## config.mk

```make
export PLATFORM = sky130hd
export DESIGN_NAME = accumulator_loadstore_path
export DESIGN_NICKNAME = d
export VERILOG_FILES = /design/src/shared/alp_pkg.sv /design/src/shared/decode_if.sv /design/src/core/accumulator_loadstore_path.sv /design/src/core/phys_addr_decoder.sv
export SDC_FILE = /design/constraint.sdc
export NUM_CORES = 2
export LEC_CHECK = 0
export BUFFER_PORTS_ARGS = -buffer_cell sky130_fd_sc_hd__buf_2
export CAP_MARGIN = 20
export CORE_MARGIN = 2
export CORE_UTILIZATION = 34
export CTS_CLUSTER_DIAMETER = 60
export DETAILED_ROUTE_END_ITERATION = 8
export GPL_ROUTABILITY_DRIVEN = 0
export SYNTH_ARGS = -nofsm -noshare
export SYNTH_HDL_FRONTEND = slang
export SYNTH_SLANG_ARGS = --single-unit
```

## constraint.sdc

```tcl
create_clock -name ref_clk -period 11.81 [get_ports ref_clk]
set_input_delay 0.5905 -clock ref_clk [delete_from_list [all_inputs] [get_ports ref_clk]]
set_output_delay 0.5905 -clock ref_clk [all_outputs]
set_load 0.005 [all_outputs]
```

## src/shared/alp_pkg.sv

```systemverilog
// Constants, types and address map of the accumulator and load/store path.
// Assumes a single 10 MHz processor clock; addresses are byte addresses.
package alp_pkg;
  localparam int ACC_COUNT = 2;
  localparam int ACC_BITS = 56;
  localparam int VIEW_BITS = 64;
  localparam int WORD_BITS = 32;
  localparam int ACC_SIGN = 55;
  localparam int ACC_FILL = 8;
  localparam int ACC_HI_LSB = 32;
  localparam int ACC_MID_LSB = 16;
  localparam int HI_KEEP = 24;
  localparam logic [31:0] PC_RESET = 32'h0000_0000;
  localparam logic [31:0] PC_STEP_HALF = 32'h0000_0002;
  localparam logic [31:0] PC_STEP_WORD = 32'h0000_0004;
  localparam logic [31:0] PHYS_MASK = 32'h1fff_ffff;
  localparam int BLOCK_LSB = 26;
  localparam int BLOCK_BITS = 3;
  localparam int BLOCK_COUNT = 8;
  localparam logic [7:0] SEL_IDLE_N = 8'hff;
  localparam logic [7:0] SEL_ONE = 8'h01;
  localparam logic [31:0] INT_BASE = 32'h00e0_0000;
  localparam logic [31:0] INT_TOP = 32'h00ff_ffff;
  localparam logic [31:0] RAM_BASE = 32'h00f0_0000;
  localparam logic [31:0] RAM_TOP = 32'h00f0_ffff;
  localparam logic [31:0] SFR_BASE = 32'h00e0_0000;
  localparam logic [31:0] SFR_TOP = 32'h00ef_ffff;
  localparam int SLOT_LSB = 12;
  localparam int SLOT_BITS = 8;
  localparam logic [3:0] BE_BYTE = 4'h1;
  localparam logic [3:0] BE_HALF_LO = 4'h3;
  localparam logic [3:0] BE_HALF_HI = 4'hc;
  localparam logic [3:0] BE_WORD = 4'hf;

  typedef enum logic [2:0] {
    ACC_IDLE = 3'h0,
    ACC_HIGH_WRITE = 3'h1,
    ACC_LOW_WRITE = 3'h2,
    ACC_HIGH_READ = 3'h3,
    ACC_LOW_READ = 3'h4,
    ACC_MIDDLE_READ = 3'h5,
    ACC_PRODUCT = 3'h6
  } acc_op_e;

  typedef enum logic [1:0] {
    SZ_BYTE = 2'h0,
    SZ_HALF = 2'h1,
    SZ_WORD = 2'h2
  } size_e;

  typedef enum logic {
    LS_IDLE = 1'b0,
    LS_WAIT = 1'b1
  } ls_state_e;
endpackage : alp_pkg

```

## src/shared/decode_if.sv

```systemverilog
// Carries one access address and size to the physical decoder and back.
// Assumes alp_pkg is compiled first.
`timescale 1ns/1ps
`default_nettype none
interface decode_if;
  import alp_pkg::*;
  logic [31:0] addr;
  size_e size;
  logic [BLOCK_BITS-1:0] block;
  logic internal;
  logic ram_hit;
  logic sfr_hit;
  logic [SLOT_BITS-1:0] slot;
  logic misaligned;
  modport requester (output addr, size,
    input block, internal, ram_hit, sfr_hit, slot, misaligned);
  modport decoder (input addr, size,
    output block, internal, ram_hit, sfr_hit, slot, misaligned);
endinterface : decode_if
`default_nettype wire

```

## src/core/accumulator_loadstore_path.sv

```systemverilog
// Accumulators, program counter and load/store path with address decode.
// Assumes synchronous pipeline strobes and one outstanding load at a time.
//
// Function
// - Two independent accumulators hold 56 bits each for DSP work.
// - Reads give a 64-bit view, top byte copies the stored sign bit.
// - Writes to the top byte of the view change nothing.
// - The product instruction overwrites the selected accumulator.
// - High write loads view bits 63..32, low write loads bits 31..0.
// - Reads return the high, low or middle 32 bits of the view.
// - Accumulators have no reset value.
// - The program counter is always even.
// - Reset clears the program counter to zero.
// - An input pin chooses big or little endian data order.
// - Signed and unsigned bytes, halfwords and words are handled.
// - Byte and halfword loads sign- or zero-extend to 32 bits.
// - Stores write the whole word, low halfword or low byte.
// - Misaligned halfword or word accesses raise an address exception.
// - 512 MB splits into eight 64 MB blocks, one select each.
// - Block zero holds 2 MB internal and 62 MB external space.
// - Internal accesses drive no external strobes or selects.
// - On-chip RAM is decoded from its base to its top address.
// - The peripheral window splits into 4 KB slots, one per module.
`timescale 1ns/1ps
`default_nettype none
module accumulator_loadstore_path (
  input wire logic ref_clk,
  input wire logic rst_n,
  input wire alp_pkg::acc_op_e acc_op,
  input wire logic acc_sel,
  input wire logic [31:0] acc_wdata,
  input wire logic [31:0] mul_lhs,
  input wire logic [31:0] mul_rhs,
  output logic [31:0] acc_rdata,
  output logic acc_rvalid,
  input wire logic pc_load,
  input wire logic [31:0] pc_target,
  input wire logic pc_advance,
  input wire logic pc_advance_word,
  output logic [31:0] instruction_address_counter,
  input wire logic endian_select_pin,
  input wire logic ls_req,
  input wire logic ls_write,
  input wire alp_pkg::size_e ls_size,
  input wire logic ls_signed,
  input wire logic [31:0] ls_addr,
  input wire logic [31:0] ls_wdata,
  output logic ls_busy,
  output logic addr_exc,
  output logic [31:0] ld_data,
  output logic ld_valid,
  input wire logic rd_valid,
  input wire logic [31:0] rd_data,
  output logic [31:0] bus_addr,
  output logic bus_we,
  output logic [3:0] bus_be,
  output logic [31:0] bus_wdata,
  output logic ext_strobe,
  output logic [7:0] memory_block_selects_n,
  output logic ram_strobe,
  output logic sfr_strobe,
  output logic [alp_pkg::SLOT_BITS-1:0] sfr_slot
);
  import alp_pkg::*;

  logic [ACC_BITS-1:0] acc [ACC_COUNT];
  logic signed [63:0] product;
  ls_state_e state;
  logic go;
  logic issue;
  logic targeted;
  logic [1:0] lane;
  logic half_up;
  logic [3:0] next_be;
  logic [31:0] next_wdata;
  size_e pend_size;
  logic pend_signed;
  logic [1:0] pend_lane;
  logic pend_half_up;
  logic [7:0] rd_byte;
  logic [15:0] rd_half;
  logic [31:0] next_ld;
  logic [VIEW_BITS-1:0] sel_view;

  decode_if dif ();

  phys_addr_decoder u_decode (
    .dif(dif)
  );

  function automatic logic [VIEW_BITS-1:0] view(
    input logic [ACC_BITS-1:0] a
  );
    return {{ACC_FILL{a[ACC_SIGN]}}, a};
  endfunction : view

  // Signed 32x32 product for the product instruction
  assign product = $signed(mul_lhs) * $signed(mul_rhs);
  assign sel_view = view(acc[acc_sel]);

  // One storage process per accumulator, deliberately unreset
  for (genvar g = 0; g < ACC_COUNT; g++) begin : g_acc
    always_ff @(posedge ref_clk) begin
      if (acc_sel == 1'(g)) begin
        case (acc_op)
          ACC_HIGH_WRITE: begin
            // Top byte of the word is dropped
            acc[g][ACC_BITS-1:ACC_HI_LSB] <= acc_wdata[HI_KEEP-1:0];
          end
          ACC_LOW_WRITE: begin
            acc[g][ACC_HI_LSB-1:0] <= acc_wdata;
          end
          ACC_PRODUCT: begin
            acc[g] <= product[ACC_BITS-1:0];
          end
          default: begin
          end
        endcase
      end
    end
  end

  // Accumulator read port, one cycle latency
  always_ff @(posedge ref_clk) begin
    if (!rst_n) begin
      acc_rdata <= '0;
      acc_rvalid <= 1'b0;
    end else begin
      acc_rvalid <= 1'b0;
      case (acc_op)
        ACC_HIGH_READ: begin
          acc_rdata <= sel_view[VIEW_BITS-1:ACC_HI_LSB];
          acc_rvalid <= 1'b1;
        end
        ACC_LOW_READ: begin
          acc_rdata <= sel_view[ACC_HI_LSB-1:0];
          acc_rvalid <= 1'b1;
        end
        ACC_MIDDLE_READ: begin
          acc_rdata <= sel_view[ACC_MID_LSB +: WORD_BITS];
          acc_rvalid <= 1'b1;
        end
        default: begin
        end
      endcase
    end
  end

  // Program counter; bit zero is never loaded
  always_ff @(posedge ref_clk) begin
    if (!rst_n) begin
      instruction_address_counter <= PC_RESET;
    end else if (pc_load) begin
      instruction_address_counter <= {pc_target[31:1], 1'b0};
    end else if (pc_advance) begin
      instruction_address_counter <= instruction_address_counter +
        (pc_advance_word ? PC_STEP_WORD : PC_STEP_HALF);
    end
  end

  assign dif.addr = ls_addr;
  assign dif.size = ls_size;
  assign go = ls_req && (state == LS_IDLE);
  assign issue = go && !dif.misaligned;
  assign targeted = !dif.internal || dif.ram_hit || dif.sfr_hit;

  // Byte lanes follow the endian pin; lane 0 is bits 7..0
  always_comb begin
    lane = endian_select_pin ? ls_addr[1:0] : ~ls_addr[1:0];
    half_up = endian_select_pin ? ls_addr[1] : ~ls_addr[1];
    case (ls_size)
      SZ_BYTE: begin
        next_be = BE_BYTE << lane;
        next_wdata = {4{ls_wdata[7:0]}};
      end
      SZ_HALF: begin
        next_be = half_up ? BE_HALF_HI : BE_HALF_LO;
        next_wdata = {2{ls_wdata[15:0]}};
      end
      default: begin
        next_be = BE_WORD;
        next_wdata = ls_wdata;
      end
    endcase
  end

  // Bus request outputs, one cycle after an accepted request
  always_ff @(posedge ref_clk) begin
    if (!rst_n) begin
      bus_addr <= '0;
      bus_we <= 1'b0;
      bus_be <= '0;
      bus_wdata <= '0;
      ext_strobe <= 1'b0;
      memory_block_selects_n <= SEL_IDLE_N;
      ram_strobe <= 1'b0;
      sfr_strobe <= 1'b0;
      sfr_slot <= '0;
    end else begin
      ext_strobe <= 1'b0;
      ram_strobe <= 1'b0;
      sfr_strobe <= 1'b0;
      memory_block_selects_n <= SEL_IDLE_N;
      if (issue) begin
        bus_addr <= ls_addr;
        bus_we <= ls_write;
        bus_be <= next_be;
        bus_wdata <= next_wdata;
        ram_strobe <= dif.ram_hit;
        sfr_strobe <= dif.sfr_hit;
        sfr_slot <= dif.slot;
        if (!dif.internal) begin
          ext_strobe <= 1'b1;
          memory_block_selects_n <= ~(SEL_ONE << dif.block);
        end
      end
    end
  end

  // Address exception pulse
  always_ff @(posedge ref_clk) begin
    if (!rst_n) begin
      addr_exc <= 1'b0;
    end else begin
      addr_exc <= go && dif.misaligned;
    end
  end

  // Load sequencing: wait for read data from the selected target
  always_ff @(posedge ref_clk) begin
    if (!rst_n) begin
      state <= LS_IDLE;
      ls_busy <= 1'b0;
    end else begin
      case (state)
        LS_IDLE: begin
          if (issue && !ls_write && targeted) begin
            state <= LS_WAIT;
            ls_busy <= 1'b1;
          end
        end
        LS_WAIT: begin
          if (rd_valid) begin
            state <= LS_IDLE;
            ls_busy <= 1'b0;
          end
        end
        default: begin
          state <= LS_IDLE;
          ls_busy <= 1'b0;
        end
      endcase
    end
  end

  // Shape of the pending load
  always_ff @(posedge ref_clk) begin
    if (!rst_n) begin
      pend_size <= SZ_WORD;
      pend_signed <= 1'b0;
      pend_lane <= '0;
      pend_half_up <= 1'b0;
    end else if (issue && !ls_write) begin
      pend_size <= ls_size;
      pend_signed <= ls_signed;
      pend_lane <= lane;
      pend_half_up <= half_up;
    end
  end

  // Extraction and extension of returned data
  always_comb begin
    rd_byte = rd_data[{pend_lane, 3'b000} +: 8];
    rd_half = pend_half_up ? rd_data[31:16] : rd_data[15:0];
    case (pend_size)
      SZ_BYTE: next_ld = pend_signed ?
        {{24{rd_byte[7]}}, rd_byte} : {24'h00_0000, rd_byte};
      SZ_HALF: next_ld = pend_signed ?
        {{16{rd_half[15]}}, rd_half} : {16'h0000, rd_half};
      default: next_ld = rd_data;
    endcase
  end

  // Loads to unused internal space complete at once with zero
  always_ff @(posedge ref_clk) begin
    if (!rst_n) begin
      ld_data <= '0;
      ld_valid <= 1'b0;
    end else begin
      ld_valid <= 1'b0;
      if (state == LS_WAIT && rd_valid) begin
        ld_data <= next_ld;
        ld_valid <= 1'b1;
      end else if (issue && !ls_write && !targeted) begin
        ld_data <= '0;
        ld_valid <= 1'b1;
      end
    end
  end
endmodule : accumulator_loadstore_path
`default_nettype wire

```

## src/core/phys_addr_decoder.sv

```systemverilog
// Combinational physical address and alignment decoder.
// Assumes the requester holds addr and size stable for the cycle.
`timescale 1ns/1ps
`default_nettype none
module phys_addr_decoder (
  decode_if.decoder dif
);
  import alp_pkg::*;
  logic [31:0] phys;

  always_comb begin
    phys = dif.addr & PHYS_MASK;
    // Eight 64 MB blocks
    dif.block = phys[BLOCK_LSB +: BLOCK_BITS];
    // Top 2 MB of the first 16 MB of block zero stays on chip
    dif.internal = (phys >= INT_BASE) && (phys <= INT_TOP);
    dif.ram_hit = (phys >= RAM_BASE) && (phys <= RAM_TOP);
    dif.sfr_hit = (phys >= SFR_BASE) && (phys <= SFR_TOP);
    dif.slot = phys[SLOT_LSB +: SLOT_BITS];
    case (dif.size)
      SZ_BYTE: dif.misaligned = 1'b0;
      SZ_HALF: dif.misaligned = dif.addr[0];
      default: dif.misaligned = |dif.addr[1:0];
    endcase
  end
endmodule : phys_addr_decoder
`default_nettype wire

```

==> summary.md <==
| Metric | Value |
|---|---|
| Layout cell share with drive strength beyond 1 | 10.92% |
| Hold path start | ls_addr[20] |
| CTS Buf Count | 29 |
| Vias per std cell | 4.981 |
| Yosys cell types | 73 |
| Final setup TNS | 0 ns |
| Port-buffer cells | 425 |
| CP required | 12.09 ns |
| Wire length per cell | 19.57 microns |
| Clock Tree Root | clkbuf_16 |
| Slowest Stage Delay on Critical Path | 0.76 ns |
| Clock Tree Buf Depth | 3 |
| Initial drt markers | 2094 |
| Post-route DRC violation count | 0 |
| CTS tree | yes |
| Die width | 374.9 microns |
| Post-route cell area | 51230 sq um |
| Cell count of the worst reg-to-reg path | 9 |
| Final setup vio count | 0 |
| Vias in the first global route | 37410 |
| Ys Warns | 0 |
| Min Clock Period, post-route | 8.569 ns |
| Post-cts sizing count | 0 |
| Synth cell count leaders | fa_1, nand2_1, inv_1 |
| Tightest Pin Transition | 1.044 ns |
| Hold path depth | 2 |
| Largest net degree at the start of global routing | 74 |
| Area delta synth->final | 9.548% |
| Slew margin rel. | 30.34% |
| Mapped cell area | 46770 sq um |
| Min-Delay Path Class | in -> reg |
| Maxcap violations | 0 |
| Seq. cell area | 7067 sq um |
| Full die area | 140500 sq um |
| First-pass GRT wire length | 217.9 mm |
| I/O Pins | 428 |
| Drt pass-1 iters | 5 |
| Cell row count | 136 |
| Synth Instances | 5012 |
| Net count after synthesis | 6413 |
| Core footprint | 137000 sq um |
| Clock slew at reported path FFs | 0.07 ns |
| DRT antenna net count | 0 |
| WL final | 137.3 mm |
| Post-DP HPWL | 108.6 mm |
| Critical-path maximum fanout | 32 |
| Initial Util | 34.14% |
| Synth top area cells | fa_1, dfxtp_1, edfxtp_1 |
| Setup crit end kind | flip-flop |
| Initial antenna violation count | 44 |
| Critical Path Stages | 24 |
| Asr flop ratio synth | 0% |
| Kind of critical path | in -> reg |
| Crit-path slowest cell | fa_1 |
| Cell family with most CP delay | adder cells |
| Max-slew violations | 0 |
| Status | finished clean |
| FILL cells | 13840 |
| Clock skew | 0.02249 ns |
| Top cell by count, worst path | fa_1 |
| Register area share after synthesis | 15.11% |
| H-Tree Depth | 1 |
| Number of synthesized register bits | 297 |
| Clock Sinks | 297 |
| Via count | 34940 |
| CP startpoint kind | input pin |
| Crit path launch | mul_rhs[2] |
| Total global routing overflow | 0 |
| RSZ-0062 raised after global routing | false |
| GRT Resource Usage Total | 19.73% |
| CP arrival | 8.85 ns |
| Nets | 6588 |
| EDFF count, synth | 112 |
| Mean Syn Cell Area | 9.331 sq um |
| Area occupied by multi-input gates | 35170 sq um |
| Reg-to-Reg Start | pend_lane[1]$_SDFFE_PN0P_ |
| Max Clk Rate | 0.1167 GHz |
| Synth top area share | 42.12% |
| Post-placement cell area | 50210 sq um |
| CTS Hold Bufs | 0 |
| Buffer and inverter count on the worst path | 4 |
| Die Y | 374.9 microns |
| Later-pin clock latency in the skew report | 0.57 ns |
| Critical path, cell by cell | buf_2 > nand2_1 > inv_1 > fa_1 > fa_1 > fa_1 > inv_1 > fa_1 > inv_1 > fa_1 > fa_1 > fa_1 > fa_1 > ha_1 > a21o_1 > a21o_1 > a21o_1 > a211oi_1 > o21ai_1 > a211oi_2 > and2_1 > a21oi_1 > xnor2_1 > o21ai_0 |
| Ys flop type | dfxtp_1 |
| Final Cycle Share | 72.56% |
| Post-CTS setup buffers | 0 |
| Top-count cell post-synth | fa_1 |
| Area leader, netlist | fa_1 |
| Final Hold Fails | 0 |
## per-layer routing
metal  GRT usage, %  wire [microns]  up-vias
met3          3.527           10040      227
met1          26.09           57980    17920
met5              0             236        -
met2          33.84           66230     1217
li1               -               -    15540
met4          3.971            2782       32
## cells in the final DEF, fill, tap and decap left out, types with 17 or more instances in the layout
cell type    n
inv_1      890
nand3_1     34
dfxtp_1    185
o211a_1     37
and2_1     469
nor2_1      54
edfxtp_1   112
ha_1       177
buf_2      423
o211ai_1    25
o21ai_0    175
xnor2_1     60
xor2_1      46
nor2b_1     64
a21o_1      31
mux4_2      17
mux2i_1     48
a21oi_1    116
buf_4       36
nor3_1      19
fa_1       984
a21boi_0    75
nand2_1    894
clkbuf_16   29
## kinds of logic after synthesis
kind of cell | synth area share (%)
compound gates | 7.876
mux | 2.087
flops | 15.11
xor+xnor | 1.985
fa+ha+maj | 46.86
other cells | 0.008018
buf+inv | 9.749
simple gates | 16.33
## metrics by stage
| stage | std cells | hold slack, ns | utilization [%] | setup slack (ns) |
|---|---|---|---|---|
| finish | 7015 | 0.2159 | 37.40 | 3.241 |
| floorplan | 5012 | 0.4575 | - | 4.176 |
| detailed placement | 6950 | 0.4553 | 36.65 | 2.809 |
| global route | 7011 | 0.2138 | 37.39 | 2.840 |
| global placement | 6950 | 0.4471 | 36.65 | 2.903 |
| CTS | 7004 | 0.1920 | 37.38 | 3.364 |
## sequential cells by signal, summed over array words and instances, names as in the netlist, 4 cells and up
register                     cells
bus_be                           4
bus_wdata                       32
memory_block_selects_n           8
ld_data                         32
acc                            112
acc_rdata                       32
instruction_address_counter     31
bus_addr                        32
## layout make-up
class	instances	area share (%)
inverter	890	6.521
tap	1794	4.381
antenna	11	0.05373
multi-input combinational	3510	68.64
sequential	297	13.79
clock inverter	20	0.4201
clock buffer	34	1.531
timing repair buffer	459	4.660
## path summary, 6_finish.rpt
| kind | to | slack, ns |
|---|---|---|
| worst max-delay path | acc[1][55]$_DFFE_PP_ | 3.24 |
| worst min-delay path | sfr_strobe$_SDFF_PN0_ | 0.22 |
| worst max register to register | ld_data[24]$_SDFFE_PN0P_ | 8.37 |
| worst min register to register | acc_rdata[15]$_SDFFE_PN0P_ | 0.46 |
## worst reg2reg max path, stage by stage, from the launching register on
cell and delay, ns:
dfxtp_1 1.01, o21ai_0 0.43, nand2_1 0.15, o21ai_0 0.08, a31oi_1 0.74, nand2_1 0.10, nand2_1 0.50, a21oi_1 0.11
a21oi_1 0.15, nor2b_1 0.06
Power is left out: the tool's default activity adds up to more than one toggle a clock period on the data nets, which glitch-free logic cannot reach.
